<file path="config.mk">
export PLATFORM = sky130hd
export DESIGN_NAME = aasp_host_ctrl
export DESIGN_NICKNAME = d
export VERILOG_FILES = /design/src/logic/aasp_pkg.sv /design/src/logic/aasp_frame_if.sv /design/src/logic/aasp_pin_sync.sv /design/src/logic/aasp_frame_engine.sv /design/src/logic/aasp_host_ctrl.sv
export SDC_FILE = /design/constraint.sdc
export NUM_CORES = 1
export LEC_CHECK = 0
export ABC_AREA = 1
export BUFFER_PORTS_ARGS = -buffer_cell sky130_fd_sc_hd__clkbuf_2
export CAP_MARGIN = 30
export CORE_ASPECT_RATIO = 0.8
export CORE_MARGIN = 2
export CORE_UTILIZATION = 46
export CTS_CLUSTER_DIAMETER = 100
export DETAILED_ROUTE_END_ITERATION = 12
export GPL_TIMING_DRIVEN = 0
export HOLD_SLACK_MARGIN = 0.08
export SLEW_MARGIN = 20
export SYNTH_ARGS = -nofsm -noshare
export SYNTH_HDL_FRONTEND = slang
export SYNTH_SLANG_ARGS = --single-unit
</file>
<file path="constraint.sdc">
create_clock -name ref_clk_in -period 4.1 [get_ports ref_clk_in]
set_input_delay 1.23 -clock ref_clk_in [delete_from_list [all_inputs] [get_ports ref_clk_in]]
set_output_delay 1.23 -clock ref_clk_in [all_outputs]
set_load 0.05 [all_outputs]
</file>
<file path="src/logic/aasp_pkg.sv">
// Shared constants, types and helpers of the angle sensor SPI host controller.
package aasp_pkg;
  typedef logic [15:0] aasp_word_t;
  typedef logic [4:0]  aasp_bits_t;
  typedef logic [7:0]  aasp_cnt8_t;
  typedef logic [2:0]  aasp_code_t;

  // Core clock period and the link timing figures in nanoseconds.
  localparam int CLK_PERIOD_NS  = 100;
  localparam int T_CSL_NS       = 100; // Chip select fall to first clock fall, least.
  localparam int T_CSH_NS       = 20;  // Last clock rise to chip select rise, least.
  localparam int T_IDLE_NS      = 40;  // Idle time between two frames, least.
  localparam int T_SCLK_HALF_NS = 20;  // Each clock level, least.
  localparam int SYNC_STAGES    = 2;

  // Least times round up to whole cycles, never below one.
  function automatic int ns_to_cyc(input int ns);
    int c;
    c = (ns + CLK_PERIOD_NS - 1) / CLK_PERIOD_NS;
    return (c < 1) ? 1 : c;
  endfunction

  localparam int CSL_CYC       = ns_to_cyc(T_CSL_NS);
  localparam int CSH_CYC       = ns_to_cyc(T_CSH_NS);
  localparam int IDLE_CYC      = ns_to_cyc(T_IDLE_NS);
  localparam int HALF_MIN_CYC  = ns_to_cyc(T_SCLK_HALF_NS);
  // The data-in sample path has a two-stage synchroniser, so a half period is at least two.
  localparam int SCLK_HALF_DEF = (HALF_MIN_CYC < SYNC_STAGES) ? SYNC_STAGES : HALF_MIN_CYC;
  localparam int NVM_GUARD_CYC = 4;
  localparam int FRAME_BITS    = 16;
  localparam aasp_bits_t FULL_BITS = 5'h10;

  // Command codes and frame field positions.
  localparam aasp_code_t CODE_ANGLE     = 3'h0;
  localparam aasp_code_t CODE_CLEAR     = 3'h1;
  localparam aasp_code_t CODE_READ      = 3'h2;
  localparam aasp_code_t CODE_WRITE     = 3'h4;
  localparam aasp_code_t CODE_RESTORE   = 3'h5;
  localparam aasp_code_t CODE_STORE_ALL = 3'h6;
  localparam aasp_code_t CODE_STORE_ONE = 3'h7;
  localparam int CODE_MSB = 15;
  localparam int CODE_LSB = 13;
  localparam int ADDR_MSB = 12;
  localparam int ADDR_LSB = 8;
  localparam int DATA_MSB = 7;

  typedef enum logic [2:0] {
    OP_ANGLE, OP_READ, OP_WRITE, OP_STORE_ONE, OP_STORE_ALL, OP_RESTORE, OP_CLEAR
  } aasp_op_e;

  function automatic logic is_nvm_op(input aasp_op_e op);
    return (op == OP_STORE_ONE) || (op == OP_STORE_ALL) || (op == OP_RESTORE);
  endfunction

  function automatic logic is_two_frame(input aasp_op_e op);
    return (op == OP_READ) || (op == OP_WRITE);
  endfunction
endpackage

</file>
<file path="src/logic/aasp_frame_if.sv">
// Frame request and result carrier between the controller and the frame engine.
`timescale 1ns/1ns
interface aasp_frame_if;
  import aasp_pkg::*;
  logic       start;
  aasp_bits_t nbits;
  aasp_word_t tx;
  aasp_word_t rx;
  logic       done;
  logic       miso_s;
  modport ctrl   (output start, nbits, tx, miso_s, input rx, done);
  modport engine (input start, nbits, tx, miso_s, output rx, done);
endinterface

</file>
<file path="src/logic/aasp_pin_sync.sv">
// Two-stage synchroniser for pins that arrive from outside the core clock.
`timescale 1ns/1ns
module aasp_pin_sync #(
  parameter int W = 2 // Number of pins.
) (
  input  wire logic         ref_clk_in, // Core clock.
  input  wire logic         rst_in,     // Synchronous reset, active high.
  input  wire logic [W-1:0] pins_in,    // Raw pin levels.
  output logic      [W-1:0] sync_out    // Synchronised levels.
);
  typedef struct packed {
    logic [W-1:0] s1;
    logic [W-1:0] s2;
  } aasp_sync_s;

  aasp_sync_s s_reg;
  aasp_sync_s s_next;

  // The first stage feeds only the second, so metastability never reaches logic.
  always_comb
  begin
    s_next.s1 = pins_in;
    s_next.s2 = s_reg.s1;
  end

  // Both stages clear on reset.
  always_ff @(posedge ref_clk_in)
  begin
    if (rst_in)
    begin
      s_reg <= '0;
    end
    else
    begin
      s_reg <= s_next;
    end
  end

  assign sync_out = s_reg.s2;
endmodule

</file>
<file path="src/logic/aasp_frame_engine.sv">
// Serial frame engine: drives chip select, clock and data-out for one frame.
`timescale 1ns/1ns
module aasp_frame_engine #(
  parameter int SCLK_HALF     = 2,   // Core cycles per clock level, two or more.
  parameter bit CLK_IDLE_HIGH = 1'b0 // Clock idle level: low for mode 0, high for mode 3.
) (
  input  wire logic    ref_clk_in,   // Core clock.
  input  wire logic    rst_in,       // Synchronous reset, active high.
  aasp_frame_if.engine fr,           // Frame request and result.
  output logic         spi_cs_n_out, // Chip select, active low.
  output logic         spi_sclk_out, // Serial clock.
  output logic         spi_mosi_out  // Serial data to the sensor.
);
  import aasp_pkg::*;

  typedef enum logic [2:0] {F_IDLE, F_SETUP, F_LOW, F_HIGH, F_HOLD, F_GAP} aasp_fph_e;
  typedef struct packed {
    aasp_fph_e  ph;
    aasp_cnt8_t cnt;
    aasp_bits_t bits;
    aasp_bits_t sent;
    aasp_bits_t rises;
    aasp_word_t tx;
    aasp_word_t rx;
    logic       cs_n;
    logic       sclk;
    logic       done;
  } aasp_eng_s;

  localparam aasp_cnt8_t CNT_ONE = 8'h01;
  localparam aasp_cnt8_t HALF_C  = aasp_cnt8_t'(SCLK_HALF);
  localparam aasp_cnt8_t CSL_C   = aasp_cnt8_t'(CSL_CYC);
  localparam aasp_cnt8_t CSH_C   = aasp_cnt8_t'(CSH_CYC);
  localparam aasp_cnt8_t IDLE_C  = aasp_cnt8_t'(IDLE_CYC);
  localparam aasp_bits_t BIT_ONE = 5'h01;
  localparam aasp_eng_s  ENG_RST = '{ph: F_IDLE, cnt: CNT_ONE, bits: FULL_BITS, sent: '0,
                                     rises: '0, tx: '0, rx: '0, cs_n: 1'b1,
                                     sclk: CLK_IDLE_HIGH, done: 1'b0};

  aasp_eng_s s_reg;
  aasp_eng_s s_next;
  logic      last;

  // Each bit is a low level then a high level: data-out changes as the clock falls
  // and data-in is taken at the end of the high level, so one sequence serves both modes.
  always_comb
  begin
    s_next      = s_reg;
    s_next.done = 1'b0;
    last        = (s_reg.cnt == CNT_ONE);
    if (!last)
    begin
      s_next.cnt = s_reg.cnt - CNT_ONE;
    end
    unique case (s_reg.ph)
      F_IDLE:
      begin
        if (fr.start)
        begin
          s_next.ph    = F_SETUP;
          s_next.cnt   = CSL_C;
          s_next.bits  = fr.nbits;
          s_next.sent  = '0;
          s_next.rises = '0;
          s_next.tx    = fr.tx;
          s_next.rx    = '0;
          s_next.cs_n  = 1'b0;
        end
      end
      F_SETUP:
      begin
        if (last)
        begin
          s_next.ph   = F_LOW;
          s_next.cnt  = HALF_C;
          s_next.sclk = 1'b0;
        end
      end
      F_LOW:
      begin
        if (last)
        begin
          s_next.ph    = F_HIGH;
          s_next.cnt   = HALF_C;
          s_next.sclk  = 1'b1;
          s_next.rises = s_reg.rises + BIT_ONE;
        end
      end
      F_HIGH:
      begin
        if (last)
        begin
          s_next.rx   = {s_reg.rx[FRAME_BITS-2:0], fr.miso_s};
          s_next.sent = s_reg.sent + BIT_ONE;
          if (s_next.sent == s_reg.bits)
          begin
            s_next.ph  = F_HOLD;
            s_next.cnt = CSH_C;
          end
          else
          begin
            s_next.ph   = F_LOW;
            s_next.cnt  = HALF_C;
            s_next.sclk = 1'b0;
            s_next.tx   = {s_reg.tx[FRAME_BITS-2:0], 1'b0};
          end
        end
      end
      F_HOLD:
      begin
        if (last)
        begin
          s_next.ph   = F_GAP;
          s_next.cnt  = IDLE_C;
          s_next.cs_n = 1'b1;
          s_next.sclk = CLK_IDLE_HIGH;
        end
      end
      F_GAP:
      begin
        if (last)
        begin
          s_next.ph   = F_IDLE;
          s_next.done = 1'b1;
        end
      end
      default:
      begin
        s_next = ENG_RST;
      end
    endcase
  end

  // State register.
  always_ff @(posedge ref_clk_in)
  begin
    if (rst_in)
    begin
      s_reg <= ENG_RST;
    end
    else
    begin
      s_reg <= s_next;
    end
  end

  assign spi_cs_n_out = s_reg.cs_n;
  assign spi_sclk_out = s_reg.sclk;
  assign spi_mosi_out = s_reg.tx[FRAME_BITS-1];
  assign fr.rx        = s_reg.rx;
  assign fr.done      = s_reg.done;
endmodule

</file>
<file path="src/logic/aasp_host_ctrl.sv">
// Host controller that runs angle, register and memory commands on the sensor's SPI port.
`timescale 1ns/1ns
module aasp_host_ctrl #(
  parameter int SCLK_HALF     = aasp_pkg::SCLK_HALF_DEF, // Core cycles per clock level.
  parameter bit CLK_IDLE_HIGH = 1'b0                     // Low: mode 0, high: mode 3.
) (
  input  wire logic              ref_clk_in,         // Core clock, 10 MHz.
  input  wire logic              rst_in,             // Synchronous reset, active high.
  input  wire logic              cmd_valid_in,       // Command request.
  output logic                   cmd_ready_out,      // Controller can take a command.
  input  wire aasp_pkg::aasp_op_e cmd_op_in,         // Operation to run.
  input  wire logic [4:0]        cmd_addr_in,        // Register address.
  input  wire logic [7:0]        cmd_data_in,        // Value for a register write.
  input  wire logic [4:0]        cmd_bits_in,        // Clocks for an angle read, 1 to 16.
  output logic                   rsp_valid_out,      // One-cycle result strobe.
  output logic [15:0]            rsp_angle_out,      // Angle, left aligned.
  output logic [7:0]             rsp_data_out,       // Register value or acknowledge.
  output logic                   rsp_match_out,      // Acknowledge equals written value.
  output logic                   rsp_refused_out,    // Command was refused, nothing sent.
  output logic                   nvm_busy_out,       // Synchronised memory busy level.
  output logic                   spi_cs_n_out,       // Chip select, active low.
  output logic                   spi_sclk_out,       // Serial clock.
  output logic                   spi_mosi_out,       // Serial data to the sensor.
  input  wire logic              spi_miso_in,        // Serial data from the sensor.
  input  wire logic              memory_busy_pin_in  // Sensor memory busy pin.
);
  import aasp_pkg::*;

  typedef enum logic [1:0] {S_IDLE, S_NVM_WAIT, S_FRAME1, S_FRAME2} aasp_st_e;
  typedef struct packed {
    aasp_st_e    st;
    aasp_op_e    op;
    logic [4:0]  addr;
    logic [7:0]  data;
    aasp_bits_t  bits;
    aasp_cnt8_t  guard;
    logic [31:0] dirty;
    logic        start;
    aasp_word_t  tx;
    aasp_bits_t  fbits;
    logic        rsp_valid;
    aasp_word_t  angle;
    logic [7:0]  value;
    logic        match;
    logic        refused;
  } aasp_top_s;

  localparam aasp_cnt8_t GUARD_C  = aasp_cnt8_t'(NVM_GUARD_CYC);
  localparam aasp_cnt8_t CNT_ONE  = 8'h01;
  localparam aasp_top_s  TOP_RST  = '{st: S_IDLE, op: OP_ANGLE, addr: '0, data: '0,
                                      bits: FULL_BITS, guard: '0, dirty: '0, start: 1'b0,
                                      tx: '0, fbits: FULL_BITS, rsp_valid: 1'b0,
                                      angle: '0, value: '0, match: 1'b0, refused: 1'b0};

  aasp_top_s    s_reg;
  aasp_top_s    s_next;
  logic [1:0]   sync_lvl;
  logic         miso_s;
  logic         busy_s;
  aasp_bits_t   req_bits;
  aasp_frame_if fr ();

  // Builds the request frame: code first, then address, then value, MSB first.
  function automatic aasp_word_t frame_word(input aasp_op_e op, input logic [4:0] addr,
                                            input logic [7:0] data);
    aasp_word_t w;
    w = '0;
    unique case (op)
      OP_ANGLE:     w = {CODE_ANGLE, 13'h0000};
      OP_READ:      w = {CODE_READ, addr, 8'h00};
      OP_WRITE:     w = {CODE_WRITE, addr, data};
      OP_STORE_ONE: w = {CODE_STORE_ONE, addr, 8'h00};
      OP_STORE_ALL: w = {CODE_STORE_ALL, 13'h0000};
      OP_RESTORE:   w = {CODE_RESTORE, 13'h0000};
      OP_CLEAR:     w = {CODE_CLEAR, 13'h0000};
      default:      w = {CODE_ANGLE, 13'h0000};
    endcase
    return w;
  endfunction

  // Moves a partial angle to the top, so fewer clocks simply mean lower resolution.
  function automatic aasp_word_t align_angle(input aasp_word_t rx, input aasp_bits_t bits);
    return aasp_word_t'(rx << (FULL_BITS - bits));
  endfunction

  // The data-in and busy pins come from the sensor's side and are synchronised first.
  aasp_pin_sync #(
    .W (2)
  ) u_sync (
    .ref_clk_in (ref_clk_in),
    .rst_in     (rst_in),
    .pins_in    ({memory_busy_pin_in, spi_miso_in}),
    .sync_out   (sync_lvl)
  );

  assign miso_s = sync_lvl[0];
  assign busy_s = sync_lvl[1];

  // The engine owns the pins; this level only schedules frames.
  aasp_frame_engine #(
    .SCLK_HALF     (SCLK_HALF),
    .CLK_IDLE_HIGH (CLK_IDLE_HIGH)
  ) u_engine (
    .ref_clk_in   (ref_clk_in),
    .rst_in       (rst_in),
    .fr           (fr.engine),
    .spi_cs_n_out (spi_cs_n_out),
    .spi_sclk_out (spi_sclk_out),
    .spi_mosi_out (spi_mosi_out)
  );

  assign fr.start  = s_reg.start;
  assign fr.nbits  = s_reg.fbits;
  assign fr.tx     = s_reg.tx;
  assign fr.miso_s = miso_s;

  // Out-of-range clock counts fall back to a full sixteen-clock read.
  assign req_bits = ((cmd_bits_in == '0) || (cmd_bits_in > FULL_BITS))
                    ? FULL_BITS : cmd_bits_in;

  // Command sequencer. The dirty mask marks registers written since the last store or restore;
  // storing a register that was never written would only save what memory holds.
  always_comb
  begin
    s_next           = s_reg;
    s_next.start     = 1'b0;
    s_next.rsp_valid = 1'b0;
    if (s_reg.guard != '0)
    begin
      s_next.guard = s_reg.guard - CNT_ONE;
    end
    unique case (s_reg.st)
      S_IDLE:
      begin
        if (cmd_valid_in)
        begin
          s_next.op      = cmd_op_in;
          s_next.addr    = cmd_addr_in;
          s_next.data    = cmd_data_in;
          s_next.bits    = (cmd_op_in == OP_ANGLE) ? req_bits : FULL_BITS;
          s_next.refused = 1'b0;
          s_next.match   = 1'b0;
          if (((cmd_op_in == OP_STORE_ONE) && !s_reg.dirty[cmd_addr_in]) ||
              ((cmd_op_in == OP_STORE_ALL) && (s_reg.dirty == '0)))
          begin
            s_next.rsp_valid = 1'b1;
            s_next.refused   = 1'b1;
            s_next.angle     = '0;
            s_next.value     = '0;
          end
          else if (is_nvm_op(cmd_op_in))
          begin
            s_next.st = S_NVM_WAIT;
          end
          else
          begin
            s_next.st    = S_FRAME1;
            s_next.start = 1'b1;
            s_next.tx    = frame_word(cmd_op_in, cmd_addr_in, cmd_data_in);
            s_next.fbits = s_next.bits;
          end
        end
      end
      S_NVM_WAIT:
      begin
        // The guard covers the busy pin's rise and its synchroniser delay.
        if ((s_reg.guard == '0) && !busy_s)
        begin
          s_next.st    = S_FRAME1;
          s_next.start = 1'b1;
          s_next.tx    = frame_word(s_reg.op, s_reg.addr, s_reg.data);
          s_next.fbits = FULL_BITS;
        end
      end
      S_FRAME1:
      begin
        if (fr.done)
        begin
          if (is_two_frame(s_reg.op))
          begin
            s_next.st    = S_FRAME2;
            s_next.start = 1'b1;
            s_next.tx    = '0;
            s_next.fbits = FULL_BITS;
          end
          else
          begin
            s_next.st        = S_IDLE;
            s_next.rsp_valid = 1'b1;
            s_next.angle     = align_angle(fr.rx, s_reg.bits);
            s_next.value     = '0;
            s_next.match     = 1'b1;
            if (is_nvm_op(s_reg.op))
            begin
              s_next.guard = GUARD_C;
            end
            if (s_reg.op == OP_STORE_ONE)
            begin
              s_next.dirty[s_reg.addr] = 1'b0;
            end
            else if ((s_reg.op == OP_STORE_ALL) || (s_reg.op == OP_RESTORE))
            begin
              s_next.dirty = '0;
            end
          end
        end
      end
      S_FRAME2:
      begin
        if (fr.done)
        begin
          s_next.st        = S_IDLE;
          s_next.rsp_valid = 1'b1;
          s_next.angle     = {fr.rx[FRAME_BITS-1:ADDR_LSB], 8'h00};
          s_next.value     = fr.rx[DATA_MSB:0];
          s_next.match     = (s_reg.op != OP_WRITE) || (fr.rx[DATA_MSB:0] == s_reg.data);
          if ((s_reg.op == OP_WRITE) && s_next.match)
          begin
            s_next.dirty[s_reg.addr] = 1'b1;
          end
        end
      end
    endcase
  end

  // State register.
  always_ff @(posedge ref_clk_in)
  begin
    if (rst_in)
    begin
      s_reg <= TOP_RST;
    end
    else
    begin
      s_reg <= s_next;
    end
  end

  // The ready handshake is combinational; all data outputs come from flip-flops.
  assign cmd_ready_out   = (s_reg.st == S_IDLE);
  assign rsp_valid_out   = s_reg.rsp_valid;
  assign rsp_angle_out   = s_reg.angle;
  assign rsp_data_out    = s_reg.value;
  assign rsp_match_out   = s_reg.match;
  assign rsp_refused_out = s_reg.refused;
  assign nvm_busy_out    = busy_s;
endmodule

</file>
-- Word-level counts from Yosys, hierarchy flattened
Cells that the tools add are included.
- multiplexer cells: 61
- add/sub/neg operators: 4
- reduce and logical (&&, ||, !) cells: 43
- order comparisons: 4
- eq/ne operators: 42
- shift operators: 1
- bitwise logic cells: 8
- operators by type and width (kind ; count):
    case mux 16 bit (6 select lines) ; 2
    two-way mux 32 bit ; 5
    case mux 32 bit (3 select lines) ; 1
    two-way mux 22 bit ; 4
    two-way mux 88 bit ; 1
    case mux 26 bit (3 select lines) ; 1
    case mux 22 bit (3 select lines) ; 1
    case mux 32 bit (2 select lines) ; 1
    two-way mux 59 bit ; 1
    two-way mux 11 bit ; 5
    two-way mux 26 bit ; 2
    two-way mux 49 bit ; 1
    case mux 8 bit (6 select lines) ; 1
    two-way mux 40 bit ; 1
    AND 32 bit ; 1
    zero test 32 bit ; 1
    two-way mux 8 bit ; 4
    NOT 32 bit ; 1
    OR 32 bit ; 1
    two-way mux 25 bit ; 1
    equality test 3 bit (second input constant) ; 8
    AND reduction 6 bit ; 4
    two-way mux 23 bit ; 1
    equality test 3 x 2 -> 1 bit (second input constant) ; 6
    49 further kinds ; 108
- bits of input ports: 26
- flip-flop bits (word level): 172
- word-level logic and storage cells: 189
- output and inout port bits: 32

-- Depth between registers and ports, before layout
Gate-level depths: netlist of the first run.
- word-level depth: 10
- depth in mapped cells: 15
- depth with buffers taken out: 14

-- By module
A second synthesis of the first run with hierarchy kept.
- cells, all modules: 1421
- area total of the unflattened synthesis: 9491.6 µm²
- modules (own cells, without submodules) (module ; instances ; area each (µm²) ; seq. area each (µm²) ; cells each):
    aasp_host_ctrl ; 1 ; 6306.0 ; 2242.2 ; 968
    aasp_frame_engine ; 1 ; 3075.4 ; 1121.1 ; 441
    aasp_pin_sync ; 1 ; 110.1 ; 80.1 ; 12

-- Worst setup path after synthesis of the first run
OpenSTA, ideal clock, no wires.
- kind: in2reg
- from: input cmd_addr_in[1]
- to: register s_reg (netlist bit rsp_angle_out[12])
- required time: 3.972 ns
- setup slack: 1.588 ns
- library setup time: 0.128 ns
- arrival: 2.385 ns
- path buffers: 2
- stages: 14
- cell sequence: buf_2 -> inv_2 -> nor2_1 -> nand2_1 -> nand3_1 -> nand3_1 -> nand2_1 -> nand2_1 -> nand3_2 -> nand3_4 -> nand2_4 -> buf_6 -> a21oi_1 -> nor2_1
- word-level cells in the longest chain between the ends: 7
- RTL lines (what ; line ; source):
    start, declared ; aasp_host_ctrl.sv:12 ; input wire logic [4:0] cmd_addr_in,
    binary-select mux 1 bit (select 5 bit) ; aasp_host_ctrl.sv:143 ; if (((cmd_op_in == OP_STORE_ONE) && !s_reg.dirty[cmd_addr_in]) ||
    two-way mux 1 bit (implied by the code) ; aasp_host_ctrl.sv:143 ;
    zero test 1 bit ; aasp_host_ctrl.sv:143 ;
    logical AND 1 bit ; aasp_host_ctrl.sv:143 ;
    logical OR 1 bit ; aasp_host_ctrl.sv:143 ;
    inequality test 2 x 1 -> 1 bit (no source line) ; - ;
    AND reduction 6 bit (no source line) ; - ;
    end signal, assigned ; aasp_host_ctrl.sv:235 ; s_reg <= s_next;
    end, declared ; aasp_host_ctrl.sv:55 ; aasp_top_s s_reg;
No other way between the ends. The select of a mux whose other input is x is not followed.
A chain may end at the register's enable or synchronous reset.

-- Worst setup path in the final report of the first run
- from: input rst_in
- to: register u_engine.s_reg (netlist bit u_engine.spi_cs_n_out)
- RTL lines (what ; line ; source):
    start, declared ; aasp_host_ctrl.sv:8 ; input wire logic rst_in,
    end signal, assigned ; aasp_frame_engine.sv:143 ; s_reg <= s_next;
    end, declared ; aasp_frame_engine.sv:40 ; aasp_eng_s s_reg;
No word-level cell between the ends.

==> metrics.yaml, run 1 <==
synth:
  yosys.area_share.simple_pct: 27.90
  synth_top_area_share_pct: 38.82
  synth_flop_cell: "dfxtp_1"
  synth-xor-area-share_pct: 2.864
  ys_ff_latch: 172
  ys_types: 45
  yosys_warnings: 0
  synth_top_family_by_area: "simple AND/OR/NAND/NOR gates"
  synth_compound_area_share_pct: 17.96
  syn_avg_cell_area_um2: 6.745
  yosysTopAreaCell: "dfxtp_1"
  netlist_area_mm2: 0.008870
  synth.area.mux_share_pct: 0.2257
  synth_top_cells_by_area: "dfxtp_1 (39%), nand2_1 (14%), a21oi_1 (8.6%), nor2_1 (5.7%), o21ai_0 (5.2%)"
  synthArstFlopShare_pct: 0
  synth_edf_count: 0
  synth-seq-area-share_pct: 38.82
  syn-num-nets: 1351
  synthCells: 1315
  post_synth_fa_ha_maj_area_fraction_pct: 1.411
floorplanning:
  ioPinCount: 58
  die_area_mm2: 0.02042
  fp.dieH_um: 128.2
  fp-row-count: 45
  start_util_pct: 46.88
  core_mm2: 0.01892
  die_w_um: 159.3
clocking:
  cts_resized: 0
  post_cts_buffers: 0
  insertion_delay_ns: 0.44
  clock-sinks: 172
  clock_path_buffers: 2
  cts.hold.buffers_added: 0
  cts_tree: "yes"
  cts_root_buf: "clkbuf_16"
  htreeDepth: 4
  cts_buffers: 17
  path_clk_slew_ns: 0.07
critical_path:
  r2r_cells: 12
  timing.rr.start: "u_engine.s_reg[40]"
  crit_required_ns: 4.37
  start_kind: "primary input"
  cp-end-kind: "flop"
  cp_slowest_cell: "buf_1"
  reg2reg_to: "u_engine.s_reg[24]"
  crit_arrival_ns: 2.89
  critPathMaxFanout: 10
  path_cells: "clkbuf_1 > inv_1 > clkbuf_1 > buf_1 > o311ai_0"
  reg2reg_slack_ns: 1.60
  criticalPathCategory: "in2reg"
  cpPeakStageDelay_ns: 0.52
  cpMostUsedCell: "clkbuf_1"
sta:
  tns_ns: 0
  drv_slew: 0
  slew_headroom_pct: 55.41
  finalHoldViolations: 0
  fin_crit_ns: 2.624
  clock_skew_ns: 0.01332
  fmax_mhz: 381.1
  setup_viol: 0
  whs_ns: 0.4161
  tightest_slew_ns: 0.6664
  rsz0062_at_grt: "no"
  fin_crit_sh_pct: 63.99
route:
  viasPerCell: 5.202
  post_drt_wl_per_cell_um: 15.14
  route.antenna.remaining_nets: 0
  drc: 0
  dr.pass1.iters: 5
  wirelength_mm: 25.13
  first_iter_violations: 739
  via_count: 8635
placed_design:
  hpwl_mm: 18.71
  gp_congestion: 0.9152
  placed_cell_area_mm2: 0.009468
  portBuffers: 55
grt:
  grt_first_pass_wirelength_mm: 40.88
  grt_pass1_vias: 7861
  grt_usage_pct: 25.04
  grt_max_degree: 18
  gr-total-overflow: 0
  antenna_found_initial: 0
min_path:
  hold_depth: 2
  min_from: "u_sync.s_next[0]"
  hold_class: "reg2reg"
  whs_endpoint: "u_sync.sync_out[0]"
cells_and_area:
  fin_util_pct: 53.22
  final_cell_area_mm2: 0.01007
  diodes: 0
  largest_reg_flops: 63
  drive_gt1_share_pct: 12.27
  fin_nets: 1425
  areaGrowthSynthToFinish_pct: 13.51
status:
  outcome: "finished, final reports clean"
power:
  irDropWorstVdd_mv: 0.2717
  powerDensity_mw_per_mm2: 531.4
  leakage_nw: 4.182
job:
  drv_cap: 0
==> cells in the mapped netlist (2+ instances only) <==
library cell    n
nand4_1        10
buf_2          20
or2_2           3
buf_6           3
or3_1           2
o2111ai_1       2
o21ai_1        17
ha_1           10
buf_1           5
a31oi_1        19
mux2i_1         2
xor2_1         17
dfxtp_1       172
buf_4          30
nor2_4          2
nand3_1        69
inv_1         114
nor4_1          6
a211oi_1       11
inv_2          13
nor2_2          4
nand2_1       329
xnor2_1        12
o21ai_0        92
a21oi_1       153
nor2_1        134
nor3_1         18
o211ai_1        2
clkbuf_1       28
==> per-layer routing <==
| metal | track usage (%) | vias to the layer above | share of wire [%] |
|---|---|---|---|
| li1 | - | 4418 | - |
| met1 | 38.08 | 3955 | 52 |
| met2 | 36.34 | 241 | 41 |
| met3 | 4.626 | 21 | 6.3 |
| met4 | 5.989 | 0 | 1.2 |
| met5 | 0 | - | 0 |
==> worst max-delay path by stage <==
stage | endpoint | startpoint | depth (start not counted)
floorplan | rsp_angle_out[12] | cmd_addr_in[1] | 14
global placement | u_engine.spi_cs_n_out | rst_in | 5
detailed placement | u_engine.spi_cs_n_out | rst_in | 5
CTS | u_engine.spi_cs_n_out | rst_in | 5
global route | rsp_angle_out[13] | cmd_addr_in[0] | 15
finish | u_engine.spi_cs_n_out | rst_in | 5
==> worst max-delay path: cells and delay by family <==
kind                   cells  cell delay, ns
AO/OA/AOI/OAI              1            0.24
buffers and inverters      4            1.42
==> cell usage in the layout (no fill, tap or decap), types with 4 or more instances in the layout <==
master | synthesis | final
a211oi_1 | 11 | 11
a21oi_1 | 153 | 153
a31oi_1 | 19 | 19
buf_1 | 5 | 5
buf_2 | 20 | 20
buf_4 | 30 | 30
clkbuf_1 | 28 | 28
clkbuf_16 | 0 | 17
clkbuf_2 | 0 | 55
dfxtp_1 | 172 | 172
ha_1 | 10 | 10
inv_1 | 114 | 114
inv_2 | 13 | 13
inv_6 | 0 | 5
nand2_1 | 329 | 329
nand3_1 | 69 | 69
nand4_1 | 10 | 10
nor2_1 | 134 | 134
nor2_2 | 4 | 4
nor3_1 | 18 | 18
nor4_1 | 6 | 6
o21ai_0 | 92 | 92
o21ai_1 | 17 | 17
xnor2_1 | 12 | 12
xor2_1 | 17 | 17
==> where the power goes <==
| group | switching [W] | internal, W | total, W |
|---|---|---|---|
| Sequential | 0.000165 | 0.00189 | 0.00206 |
| Clock | 0.000765 | 0.000898 | 0.00166 |
| Combinational | 0.00109 | 0.000536 | 0.00163 |
| Total | 0.00202 | 0.00333 | 0.00535 |
==> through the flow <==
stage | setup slack, ns | power [W] | std cells
2_1_floorplan | 1.588 | 0.003295 | 1315
3_3_place_gp | 1.026 | 0.003695 | 1628
3_5_place_dp | 1.049 | 0.003710 | 1628
4_1_cts | 1.505 | 0.005373 | 1660
5_1_grt | 1.348 | 0.005671 | 1660
6_report | 1.476 | 0.005350 | 1660
==> cell families (layout without fill, tap and decap cells) <==
| kind of cell | after synthesis | count (layout) |
|---|---|---|
| AO/OA/AOI/OAI | 302 | 302 |
| buffers and inverters | 213 | 300 |
| XOR/XNOR | 29 | 29 |
| AND/OR/NAND/NOR | 587 | 587 |
| adder cells (fa/ha/maj) | 10 | 10 |
| flip-flops | 172 | 172 |
| multiplexers | 2 | 2 |
==> area by class of cell <==
| type | count | area [um^2] |
|---|---|---|
| fill | 1995 | 8850 |
| timing repair buffer | 55 | 275.3 |
| clock inverter | 13 | 147.6 |
| clock buffer | 19 | 452.9 |
| tap | 258 | 322.8 |
| sequential | 172 | 3443 |
| buffer | 86 | 483.0 |
| inverter | 127 | 476.7 |
| multi-input combinational | 930 | 4467 |
No activity file was read; power rests on OpenSTA's default activity.
==> run 2: changes to the inputs <==
Clock period 4.1 ns to 2.56 ns, I/O delays scaled along.
==> metrics.yaml, run 2 (synthesized netlist as in run 1, its figures left out) <==
placed_design:
  portBuffers: 55  # unchanged
  hpwl_mm: 18.71  # unchanged
  gp_congestion: 0.9152  # unchanged
  placed_cell_area_mm2: 0.009468  # unchanged
cells_and_area:
  fin_util_pct: 53.35  # +0.13 points
  layout_common_cells: "nand2_1 (329), dfxtp_1 (172), a21oi_1 (153)"
  layout_commonest_cell: "nand2_1"
  fillers: 1992  # -0.15%
  final_cell_area_mm2: 0.01009  # +0.24%
  drive_gt1_share_pct: 12.54  # +0.27 points
  areaGrowthSynthToFinish_pct: 13.78
  largest_reg_flops: 63  # unchanged
  fin_nets: 1427  # +0.14%
  diodes: 0  # unchanged
grt:
  gr-total-overflow: 0  # unchanged
  antenna_found_initial: 0  # unchanged
  grt_first_pass_wirelength_mm: 40.88  # unchanged
  grt_usage_pct: 25.04  # unchanged
  grt_max_degree: 18  # unchanged
  grt_pass1_vias: 7861  # unchanged
power:
  power_frac_clock_pct: 31.1  # about the same
  powerDensity_mw_per_mm2: 849.4  # +60%
  p_sw_w: 0.003246  # +60%
  irDropWorstVdd_mv: 0.4365  # +61%
  leakage_nw: 4.196  # +0.32%
  power.internal_w: 0.005327  # +60%
  switching_share_pct: 37.86  # about the same
  total_power_w: 0.008573  # +60%
  pwr-share-comb_pct: 30.4  # about the same
  power_frac_seq_pct: 38.4  # about the same
sta:
  setup_viol: 0  # unchanged
  clock_skew_ns: 0.01367  # +0.0003583 ns
  slew_headroom_pct: 55.26  # -0.15 points
  fmax_mhz: 420.6
  fin_crit_sh_pct: 92.87
  rsz0062_at_grt: "no"
  whs_ns: 0.4160  # -0.00008600 ns
  drv_slew: 0  # unchanged
  tns_ns: 0  # unchanged
  tightest_slew_ns: 0.6686  # +0.002266 ns
  finalHoldViolations: 0  # unchanged
  fin_crit_ns: 2.377
floorplanning:
  die_w_um: 159.3  # unchanged
  core_mm2: 0.01892  # unchanged
  fp.dieH_um: 128.2  # unchanged
  ioPinCount: 58  # unchanged
  start_util_pct: 46.88  # unchanged
  fp-row-count: 45  # unchanged
  die_area_mm2: 0.02042  # unchanged
clocking:
  clock_path_buffers: 2  # unchanged
  insertion_delay_ns: 0.44  # about the same
  htreeDepth: 4  # unchanged
  cts_root_buf: "clkbuf_16"
  clock-sinks: 172  # unchanged
  cts_tree: "yes"
  cts_buffers: 17  # unchanged
  path_clk_slew_ns: 0.07  # about the same
critical_path:
  start_kind: "flop"
  timing.rr.start: "u_engine.s_reg[40]"
  critPathMaxFanout: 10  # unchanged
  reg2reg_to: "u_engine.s_reg[24]"
  cp_slowest_cell: "dfxtp_1"
  crit_required_ns: 2.88  # -1.49 ns
  worstSetupEndpoint: "u_engine.s_reg[24]"
  critical-path-top-delay-family: "simple AND/OR/NAND/NOR gates"
  cp-end-kind: "flop"
  crit_buf_inv: 2  # -2
  cpMostUsedCell: "nor2_1"
  cp-startpoint: "u_engine.s_reg[40]"
  cpPeakStageDelay_ns: 0.45  # -0.07 ns
  path_cells: "ha_1 > nand2_1 > nor2_1 > xor2_1 > nor2_1 > nor2_1 > nand4_1 > nand2_1 > inv_2 > buf_6 > o21ai_0 > a31oi_1"
  crit_arrival_ns: 2.70  # -0.19 ns
  criticalPathCategory: "reg2reg"
  reg2reg_slack_ns: 0.18  # -1.42 ns
  r2r_cells: 12  # unchanged
  crit_cells: 12  # +7
route:
  first_iter_violations: 813  # +10%
  dr.pass1.iters: 6  # +1
  wirelength_mm: 25.18  # +0.20%
  drc: 0  # unchanged
  viasPerCell: 5.193  # -0.17%
  post_drt_wl_per_cell_um: 15.15  # about the same
  via_count: 8631  # -0.046%
  route.antenna.remaining_nets: 0  # unchanged
min_path:
  min_from: "u_sync.s_next[0]"
  hold_class: "reg2reg"
job:
  drv_cap: 0  # unchanged
status:
  outcome: "finished, final reports clean"
## run 2: metrics by stage
stage                     setup slack, ns  instances
after detailed placement         -0.02853       1628
after floorplan                    0.5096       1315
after global routing              0.01001       1662
after global placement           -0.05154       1628
final                              0.1826       1662
after CTS                          0.1054       1660
## run 2: power groups by stage
stage | Clock (W) | Sequential (W) | Combinational [W]
3_3_place_gp | 0 | 0.00334 | 0.00258
2_1_floorplan | 0 | 0.00334 | 0.00194
5_1_grt | 0.00281 | 0.00334 | 0.00293
6_report | 0.00267 | 0.00330 | 0.00261
3_5_place_dp | 0 | 0.00335 | 0.00259
4_1_cts | 0.00271 | 0.00329 | 0.00260
## run 2: repair_timing
item,CTS,global route
buffers inserted,0,2
resized for setup,0,2
hold buffers,0,0
endpoints found under the setup margin,0,21
## run 2: worst min-delay path: cells and delay by family (launching register included)
kind / cells / cell delay, ns
buffers and inverters: 1 / 0.05
AND/OR/NAND/NOR: 1 / 0.03
flip-flops: 1 / 0.30
## run 2: routing by layer
layer / share of wire (%) / wire, um / up-vias / GRT usage [%]
li1: - / - / 4417 / -
met1: 52 / 13010 / 3976 / 38.08
met2: 41 / 10360 / 218 / 36.34
met3: 6.1 / 1531 / 20 / 4.626
met4: 1.1 / 280 / 0 / 5.989
met5: 0 / 0 / - / 0
## run 2: how the worst min path moves through the flow
stage	cells past startpoint	to	slack [ns]
2_1_floorplan	2	u_sync.sync_out[0]	0.39
3_3_place_gp	2	u_sync.sync_out[1]	0.41
3_5_place_dp	2	u_sync.sync_out[1]	0.41
4_1_cts	2	u_sync.sync_out[1]	0.42
5_1_grt	2	u_sync.sync_out[0]	0.44
6_report	2	u_sync.sync_out[0]	0.42
## run 2: area by class of cell
type | instances | area [um^2] | area share, %
clock inverter | 13 | 147.6 | 1.463
multi-input combinational | 930 | 4474 | 44.33
sequential | 172 | 3443 | 34.12
clock buffer | 19 | 452.9 | 4.488
inverter | 127 | 476.7 | 4.724
timing repair buffer | 57 | 290.3 | 2.876
buffer | 86 | 484.2 | 4.798
tap | 258 | 322.8 | 3.199
